===== config.mk =====
export PLATFORM = sky130hd
export DESIGN_NAME = smcg_top
export DESIGN_NICKNAME = d
export VERILOG_FILES = /design/src/smcg_pkg.sv /design/src/smcg_sync_stage.sv /design/src/smcg_top.sv
export SDC_FILE = /design/constraint.sdc
export NUM_CORES = 1
export LEC_CHECK = 0
export BUFFER_PORTS_ARGS = -buffer_cell sky130_fd_sc_hd__clkbuf_2
export CAP_MARGIN = 40
export CORE_MARGIN = 2
export CORE_UTILIZATION = 52
export DETAILED_ROUTE_END_ITERATION = 8
export PLACE_DENSITY_LB_ADDON = 0.25
export SLEW_MARGIN = 0
export SYNTH_ARGS = -nofsm -noshare
export SYNTH_HDL_FRONTEND = slang
export SYNTH_SLANG_ARGS = --single-unit

===== constraint.sdc =====
create_clock -name clk -period 1.6 [get_ports clk]
set_input_delay 0 -clock clk [delete_from_list [all_inputs] [get_ports clk]]
set_output_delay 0 -clock clk [all_outputs]
set_load 0.05 [all_outputs]

===== src/smcg_pkg.sv =====
package smcg_pkg;
   typedef enum logic [2:0] {
      SMCG_IDLE  = 3'h0,
      SMCG_PDOWN = 3'h2,
      SMCG_PSAVE = 3'h3,
      SMCG_STBY  = 3'h6,
      SMCG_XSTBY = 3'h7
   } smcg_mode_e;

   localparam int         SMCG_NPERIPH   = 8;
   localparam logic [2:0] SMCG_ADDR_W    = 3'h3;
   localparam logic [2:0] SMCG_A_CTRL    = 3'h0;
   localparam logic [2:0] SMCG_A_PRR     = 3'h1;
   localparam logic [2:0] SMCG_A_STATUS  = 3'h2;
   localparam int         SMCG_CTRL_EN   = 0;
   localparam int         SMCG_CTRL_MLO  = 1;
   localparam int         SMCG_CTRL_MHI  = 3;
   localparam logic [7:0] SMCG_CTRL_RST  = 8'h00;
   localparam logic [7:0] SMCG_PRR_RST   = 8'h00;
   localparam int         SMCG_ST_SLEEP  = 0;
   localparam int         SMCG_ST_WLO    = 1;
   localparam int         SMCG_ST_WHI    = 5;
   localparam int         SMCG_NWAKE     = 5;
   localparam int         SMCG_W_TWOWIRE = 0;
   localparam int         SMCG_W_USB     = 1;
   localparam int         SMCG_W_PIN     = 2;
   localparam int         SMCG_W_CNT     = 3;
   localparam int         SMCG_W_IRQ     = 4;
endpackage


===== src/smcg_sync_stage.sv =====
`timescale 1ns/1ns
`default_nettype none
// registered clock-gate enable, one per domain
module smcg_sync_stage (
   input  wire logic clk,
   input  wire logic rst,
   input  wire logic en_d,
   output var  logic en_q
);
   always_ff @(posedge clk or posedge rst) begin
      if (rst) begin
         en_q <= 1'b1;
      end else begin
         en_q <= en_d;
      end
   end
endmodule // smcg_sync_stage
`default_nettype wire


===== src/smcg_top.sv =====
`timescale 1ns/1ns
`default_nettype none
module smcg_top
   import smcg_pkg::*;
#(
   parameter int NPERIPH = smcg_pkg::SMCG_NPERIPH
) (
   input  wire logic               clk,
   input  wire logic               rst,
   input  wire logic [2:0]         addr,
   input  wire logic [7:0]         wdata,
   input  wire logic               wr,
   input  wire logic               rd,
   output var  logic [7:0]         rdata,
   input  wire logic               sleep_req,
   input  wire logic               wake_two_wire_serial_port,
   input  wire logic               wake_usb_resume,
   input  wire logic               wake_pin_change,
   input  wire logic               wake_counter,
   input  wire logic               wake_irq,
   output var  logic               cpu_clk_en,
   output var  logic               osc_main_en,
   output var  logic               osc_xtal_en,
   output var  logic               rtc_clk_en,
   output var  logic               sys_clk_en,
   output var  logic [NPERIPH-1:0] periph_clk_en,
   output var  logic               asleep
);
   import smcg_pkg::*;

   typedef enum logic {SMCG_ACTIVE, SMCG_SLEEPING} smcg_state_e;

   smcg_state_e        state_q, state_d;
   logic [7:0]         ctrl_q, ctrl_d;
   logic [7:0]         prr_q, prr_d;
   logic [7:0]         rdata_d;
   logic [SMCG_NWAKE-1:0] wlast_q, wlast_d;
   smcg_mode_e         mode_q, mode_d;
   smcg_mode_e         sel_mode;
   logic               legal;
   logic [SMCG_NWAKE-1:0] wvec;
   logic [SMCG_NWAKE-1:0] wallow;
   logic               wake;
   logic               cpu_d, main_d, xtal_d, rtc_d, sys_d;
   logic [NPERIPH-1:0] per_d;

   assign wvec = {wake_irq, wake_counter, wake_pin_change, wake_usb_resume,
                  wake_two_wire_serial_port};

   always_comb begin
      sel_mode = smcg_mode_e'(ctrl_q[SMCG_CTRL_MHI:SMCG_CTRL_MLO]);
      legal = 1'b0;
      unique case (ctrl_q[SMCG_CTRL_MHI:SMCG_CTRL_MLO])
         SMCG_IDLE, SMCG_PDOWN, SMCG_PSAVE, SMCG_STBY, SMCG_XSTBY: legal = 1'b1;
         default: legal = 1'b0;
      endcase
   end

   // wake sources allowed per mode
   always_comb begin
      wallow = '0;
      wallow[SMCG_W_TWOWIRE] = 1'b1;
      wallow[SMCG_W_USB]     = 1'b1;
      wallow[SMCG_W_PIN]     = 1'b1;
      unique case (mode_q)
         SMCG_IDLE: wallow = '1;
         SMCG_PDOWN: wallow[SMCG_W_CNT] = 1'b0;
         SMCG_PSAVE, SMCG_XSTBY: wallow[SMCG_W_CNT] = 1'b1;
         SMCG_STBY: wallow[SMCG_W_CNT] = 1'b0;
      endcase
   end
   assign wake = |(wvec & wallow);

   always_comb begin
      state_d = state_q;
      mode_d  = mode_q;
      ctrl_d  = ctrl_q;
      prr_d   = prr_q;
      wlast_d = wlast_q;
      rdata_d = 8'h00;
      if (wr && addr == SMCG_A_CTRL) begin
         // bits above the mode field stay at their reset value
         ctrl_d = SMCG_CTRL_RST;
         ctrl_d[SMCG_CTRL_MHI:SMCG_CTRL_EN] = wdata[SMCG_CTRL_MHI:SMCG_CTRL_EN];
      end
      // a new mask reaches the peripheral gates one cycle after the write
      if (wr && addr == SMCG_A_PRR) begin
         prr_d = wdata;
      end
      if (rd) begin
         unique case (addr)
            SMCG_A_CTRL:   rdata_d = ctrl_q;
            SMCG_A_PRR:    rdata_d = prr_q;
            SMCG_A_STATUS: rdata_d = {2'h0, wlast_q, state_q == SMCG_SLEEPING};
            default:       rdata_d = 8'h00;
         endcase
      end
      unique case (state_q)
         SMCG_ACTIVE: begin
            if (sleep_req && ctrl_q[SMCG_CTRL_EN] && legal) begin
               state_d = SMCG_SLEEPING;
               mode_d  = sel_mode;
            end
         end
         SMCG_SLEEPING: begin
            if (wake) begin
               state_d = SMCG_ACTIVE;
               wlast_d = wvec & wallow;
            end
         end
      endcase
   end

   // clock gate decisions
   always_comb begin
      cpu_d  = 1'b1;
      main_d = 1'b1;
      xtal_d = 1'b1;
      rtc_d  = 1'b1;
      sys_d  = 1'b1;
      per_d  = ~prr_q[NPERIPH-1:0];
      if (state_d == SMCG_SLEEPING) begin
         cpu_d = 1'b0;
         unique case (mode_d)
            SMCG_IDLE: ;
            SMCG_PDOWN: begin
               {main_d, xtal_d, rtc_d, sys_d} = 4'h0;
               per_d = '0;
            end
            SMCG_PSAVE: begin
               {main_d, xtal_d, sys_d} = 3'h0;
               per_d = '0;
            end
            SMCG_STBY: begin
               {main_d, rtc_d, sys_d} = 3'h0;
               per_d = '0;
            end
            SMCG_XSTBY: begin
               {xtal_d, sys_d} = 2'h0;
               per_d = '0;
            end
         endcase
      end
   end

   // one register per gate so no enable can glitch while a clock runs
   smcg_sync_stage u_cpu (
      .clk  (clk),
      .rst  (rst),
      .en_d (cpu_d),
      .en_q (cpu_clk_en)
   );
   smcg_sync_stage u_main (
      .clk  (clk),
      .rst  (rst),
      .en_d (main_d),
      .en_q (osc_main_en)
   );
   smcg_sync_stage u_xtal (
      .clk  (clk),
      .rst  (rst),
      .en_d (xtal_d),
      .en_q (osc_xtal_en)
   );
   smcg_sync_stage u_rtc (
      .clk  (clk),
      .rst  (rst),
      .en_d (rtc_d),
      .en_q (rtc_clk_en)
   );
   smcg_sync_stage u_sys (
      .clk  (clk),
      .rst  (rst),
      .en_d (sys_d),
      .en_q (sys_clk_en)
   );
   for (genvar g = 0; g < NPERIPH; g++) begin : g_per
      smcg_sync_stage u_p (
         .clk  (clk),
         .rst  (rst),
         .en_d (per_d[g]),
         .en_q (periph_clk_en[g])
      );
   end

   always_ff @(posedge clk or posedge rst) begin
      if (rst) begin
         state_q <= SMCG_ACTIVE;
         mode_q  <= SMCG_IDLE;
         ctrl_q  <= SMCG_CTRL_RST;
         prr_q   <= SMCG_PRR_RST;
         wlast_q <= '0;
         rdata   <= 8'h00;
         asleep  <= 1'b0;
      end else begin
         state_q <= state_d;
         mode_q  <= mode_d;
         ctrl_q  <= ctrl_d;
         prr_q   <= prr_d;
         wlast_q <= wlast_d;
         rdata   <= rdata_d;
         asleep  <= state_d == SMCG_SLEEPING;
      end
   end

   property p_pdown_all_off;
      @(posedge clk) disable iff (rst)
         (asleep && mode_q == SMCG_PDOWN) |-> !osc_main_en && !osc_xtal_en && !rtc_clk_en;
   endproperty
   a_pdown_all_off: assert property (p_pdown_all_off) else $error("pdown clock on");
   property p_idle_only_cpu;
      @(posedge clk) disable iff (rst)
         (asleep && mode_q == SMCG_IDLE) |-> !cpu_clk_en && sys_clk_en && osc_main_en;
   endproperty
   a_idle_only_cpu: assert property (p_idle_only_cpu) else $error("idle gating wrong");
   property p_psave_rtc;
      @(posedge clk) disable iff (rst)
         (asleep && mode_q == SMCG_PSAVE) |-> rtc_clk_en && !sys_clk_en;
   endproperty
   a_psave_rtc: assert property (p_psave_rtc) else $error("psave rtc stopped");
   property p_stby_xtal;
      @(posedge clk) disable iff (rst)
         (asleep && mode_q == SMCG_STBY) |-> osc_xtal_en && !rtc_clk_en;
   endproperty
   a_stby_xtal: assert property (p_stby_xtal) else $error("standby xtal off");
   property p_xstby;
      @(posedge clk) disable iff (rst)
         (asleep && mode_q == SMCG_XSTBY) |-> osc_main_en && rtc_clk_en && !sys_clk_en;
   endproperty
   a_xstby: assert property (p_xstby) else $error("ext standby wrong");
   property p_pdown_nowake_cnt;
      @(posedge clk) disable iff (rst)
         (asleep && mode_q == SMCG_PDOWN && !(|wvec[SMCG_W_PIN:SMCG_W_TWOWIRE]))
            |=> asleep;
   endproperty
   a_pdown_nowake_cnt: assert property (p_pdown_nowake_cnt) else $error("bad wake");
   property p_wake_restore;
      @(posedge clk) disable iff (rst)
         (asleep && wake_pin_change) |=> !asleep && cpu_clk_en && sys_clk_en;
   endproperty
   a_wake_restore: assert property (p_wake_restore) else $error("wake failed");
   property p_cnt_wake;
      @(posedge clk) disable iff (rst)
         (asleep && mode_q == SMCG_PSAVE && wake_counter) |=> !asleep;
   endproperty
   a_cnt_wake: assert property (p_cnt_wake) else $error("counter wake missed");
   property p_prr;
      @(posedge clk) disable iff (rst)
         (!asleep && !sleep_req) |=> periph_clk_en == ~$past(prr_q[NPERIPH-1:0]);
   endproperty
   a_prr: assert property (p_prr) else $error("peripheral gate wrong");

   property p_sleep_off;
      @(posedge clk) disable iff (rst)
         (!asleep && sleep_req && !ctrl_q[SMCG_CTRL_EN]) |=> !asleep;
   endproperty
   a_sleep_off: assert property (p_sleep_off) else $error("sleep while off");
   property p_bad_mode;
      @(posedge clk) disable iff (rst)
         (!asleep && sleep_req && !legal) |=> !asleep;
   endproperty
   a_bad_mode: assert property (p_bad_mode) else $error("bad mode slept");
   property p_sleep_enter;
      @(posedge clk) disable iff (rst)
         (!asleep && sleep_req && ctrl_q[SMCG_CTRL_EN] && legal) |=> asleep && !cpu_clk_en;
   endproperty
   a_sleep_enter: assert property (p_sleep_enter) else $error("sleep missed");
   property p_deep_periph;
      @(posedge clk) disable iff (rst)
         (asleep && mode_q != SMCG_IDLE) |-> !(|periph_clk_en);
   endproperty
   a_deep_periph: assert property (p_deep_periph) else $error("periph clock on");
   property p_idle_periph;
      @(posedge clk) disable iff (rst)
         (asleep && mode_q == SMCG_IDLE) |-> periph_clk_en == ~$past(prr_q[NPERIPH-1:0]);
   endproperty
   a_idle_periph: assert property (p_idle_periph) else $error("idle periph bad");
   property p_stby_nocnt;
      @(posedge clk) disable iff (rst)
         (asleep && mode_q == SMCG_STBY && !(|wvec[SMCG_W_PIN:SMCG_W_TWOWIRE])) |=> asleep;
   endproperty
   a_stby_nocnt: assert property (p_stby_nocnt) else $error("stby bad wake");
   property p_deep_noirq;
      @(posedge clk) disable iff (rst)
         (asleep && mode_q != SMCG_IDLE && !(|wvec[SMCG_W_CNT:SMCG_W_TWOWIRE])) |=> asleep;
   endproperty
   a_deep_noirq: assert property (p_deep_noirq) else $error("irq woke deep");
   property p_active_clks;
      @(posedge clk) disable iff (rst)
         !asleep |-> cpu_clk_en && sys_clk_en && osc_main_en && osc_xtal_en && rtc_clk_en;
   endproperty
   a_active_clks: assert property (p_active_clks) else $error("active gate off");
   property p_bus_wake;
      @(posedge clk) disable iff (rst)
         (asleep && (wake_two_wire_serial_port || wake_usb_resume)) |=> !asleep && cpu_clk_en;
   endproperty
   a_bus_wake: assert property (p_bus_wake) else $error("bus wake missed");
endmodule // smcg_top
`default_nettype wire

==> metrics.yaml <==
outcome: "finished, final reports clean"
relSlewSlack: 0.641
fin_crit_sh: 0.925
crit_cells: 4
diodes: 0
r2r_slack_ns: 0.12
antenna_found_initial: 0
first_pass_iters: 4
setup_viol: 0
fin_util: 0.661
io_buffers: 42
required_ns: 1.88
fp.dieW_um: 62.4
end_kind: "flip-flop"
final_common_cell: "clkbuf_2"
synth-seq-cells: 42
drc_errors: 0
ys_seq_area_frac: 0.602
cp.arrival_ns: 1.76
r2r-start: "ctrl_q[1]"
fmax_mhz: 675
final_cell_mix: "42 x clkbuf_2, 28 x dfrtp_1, 20 x nor2_1, 15 x mux2_2, 14 x dlygate4sd3_1"
yosys_warnings: 0
yosys.area.top_type: "dfrtp_1"
synth-edff-count: 0
cellLeakagePower_nw: 1.06
drt.antenna.violating_nets: 0
gp_congestion: 0.778
die_y_um: 62.4
critPathCapture: "u_main.en_q"
path_clk_slew_ns: 0.11
tightest_slew_ns: 0.538
fp-row-count: 21
clk_path_buf_depth: 2
synth_ff_type: "dfrtp_1"
yosys.cell_types.count: 30
ys_async_sr_fraction: 1.00
stdcell_area_um2: 2190
h-tree-depth: 2
drtIter0Drc: 43
finClkSkew_ns: 0.0128
postCtsSetupBuffers: 0
ff2ff_path_depth: 4
start_util: 0.535
area_delta_synth_final_pct: 23.6
crit_path_start: "ctrl_q[1]"
cts_resized: 0
dp_hpwl_mm: 2.29
worstPathCellList: "o21bai_1, and4b_4, mux2_2, a32oi_1"
grt_pass1_vias: 1197
grt_util_all_layers: 0.182
cts_tree: "yes"
hold_violations: 0
grt_pass1_wl_mm: 5.38
nNetsFinal: 218
syn_inst: 141
hp-class: "in2reg"
critPathSlowestCell: "dfrtp_1"
finalSetupTns_ns: 0
fin_crit_ns: 1.48
finalPower_mw: 2.96
synthesis.nets: 162
peakVddDrop_v: 0.000764
syn-cell-area_um2: 1770
numClockSinks: 42
synth_area_leaders: "dfrtp_1 41%, dfstp_2 19%, mux2_2 9.5%, buf_4 4.2%, nor2_1 4.2%"
die-area_um2: 3890
drive_gt1_frac: 0.444
cp_top_family: "flip-flops"
clk_latency_ns: 0.35
dr_total_vias: 1208
gr-total-overflow: 0
path_class: "reg2reg"
start_kind: "flip-flop"
grt_max_degree: 43
drv_cap: 0
wl_per_cell_um: 13.0
holdWs_ns: 0.0262
io_pins: 43
synth.avg_cell_area_um2: 12.6
worstReg2RegEnd: "u_main.en_q"
crit_fanout: 12
pwr_density_cell_nw_per_um2: 1350
critical_path_buf_inv_count: 0
drv_slew: 0
synth_top_area_frac: 0.410
slowest_delay_ns: 0.43
cts_buffers: 5
wl_mm: 3.16
core_um2: 3310
rsz0062_at_grt: "false"
viasPerCell: 4.95
cts-root-buf: "clkbuf_4"
placed_cell_area_um2: 1990
postCtsHoldBufs: 14
## sequential cells by signal (all words and copies together) (netlist names)
signal          count
u_xtal.en_q         1
u_rtc.en_q          1
ctrl_q              4
rdata               8
u_main.en_q         1
wlast_q             5
prr_q               8
u_cpu.en_q          1
mode_q              3
state_q             1
g_per.u_p.en_q      8
u_sys.en_q          1
## kinds of logic (layout without fill, tap and decap cells)
| group | after synthesis | count (layout) | synth area share |
|---|---|---|---|
| AOI/OAI and AO/OA | 23 | 23 | 0.0953 |
| muxes | 20 | 20 | 0.126 |
| DFF | 42 | 42 | 0.602 |
| buffers and inverters | 17 | 74 | 0.0621 |
| and+or+nand+nor | 39 | 39 | 0.114 |
## layout make-up
class,instances,area (um2)
multi-input cells,82,594
inverters,4,15.0
clock buffers,8,58.8
flip-flops and latches,42,1070
well taps,46,57.6
repair buffers,62,395
fillers,273,1120
## worst min-delay path by stage
stage	from	to	slack [ns]	depth (start not counted)
final	addr[2]	ctrl_q[1]	0.03	3
after global routing	addr[2]	rdata[7]	0.02	3
after CTS	addr[2]	ctrl_q[1]	0.02	3
after detailed placement	rst	rdata[2]	0.14	3
after global placement	rst	wlast_q[1]	0.12	3
after floorplan	wdata[1]	ctrl_q[1]	0.12	2
## per-layer routing
metal  vias up  wire length (um)  track usage
met5         -                 0            0
met4         0                57       0.0833
met3         6               153       0.0595
met2        32              1540        0.298
met1       576              1410        0.220
li1        594                 -            -
## Yosys cell counts, types with 3 or more instances
| cell | number |
|---|---|
| mux2_2 | 15 |
| nand2_1 | 5 |
| o21ai_0 | 3 |
| a22o_1 | 4 |
| nand2b_1 | 3 |
| a21oi_1 | 6 |
| mux2i_1 | 4 |
| dfstp_2 | 13 |
| dfrtp_1 | 29 |
| buf_4 | 10 |
| nor2_1 | 20 |
| inv_1 | 4 |
| nor2b_1 | 4 |
## per-stage QoR
step	setup slack (ns)	instances
2_1_floorplan	0.0871	141
3_3_place_gp	0.161	222
3_5_place_dp	0.118	222
4_1_cts	0.102	244
5_1_grt	0.0179	244
6_report	0.119	244
## worst min-delay path: cells and delay by family
family / cells / cell delay (ns)
compound gates: 1 / 0.13
buf+inv: 1 / 0.12
simple gates: 1 / 0.08
## where the power goes
part / switching [mW] / internal (mW) / total (mW) / leakage, nW
combinational: 0.557 / 0.368 / 0.925 / 0.520
clock: 0.307 / 0.217 / 0.523 / 0.0326
sequential: 0.158 / 1.35 / 1.51 / 0.503
total: 1.02 / 1.94 / 2.96 / 1.06
(Power assumes the default switching activity.)
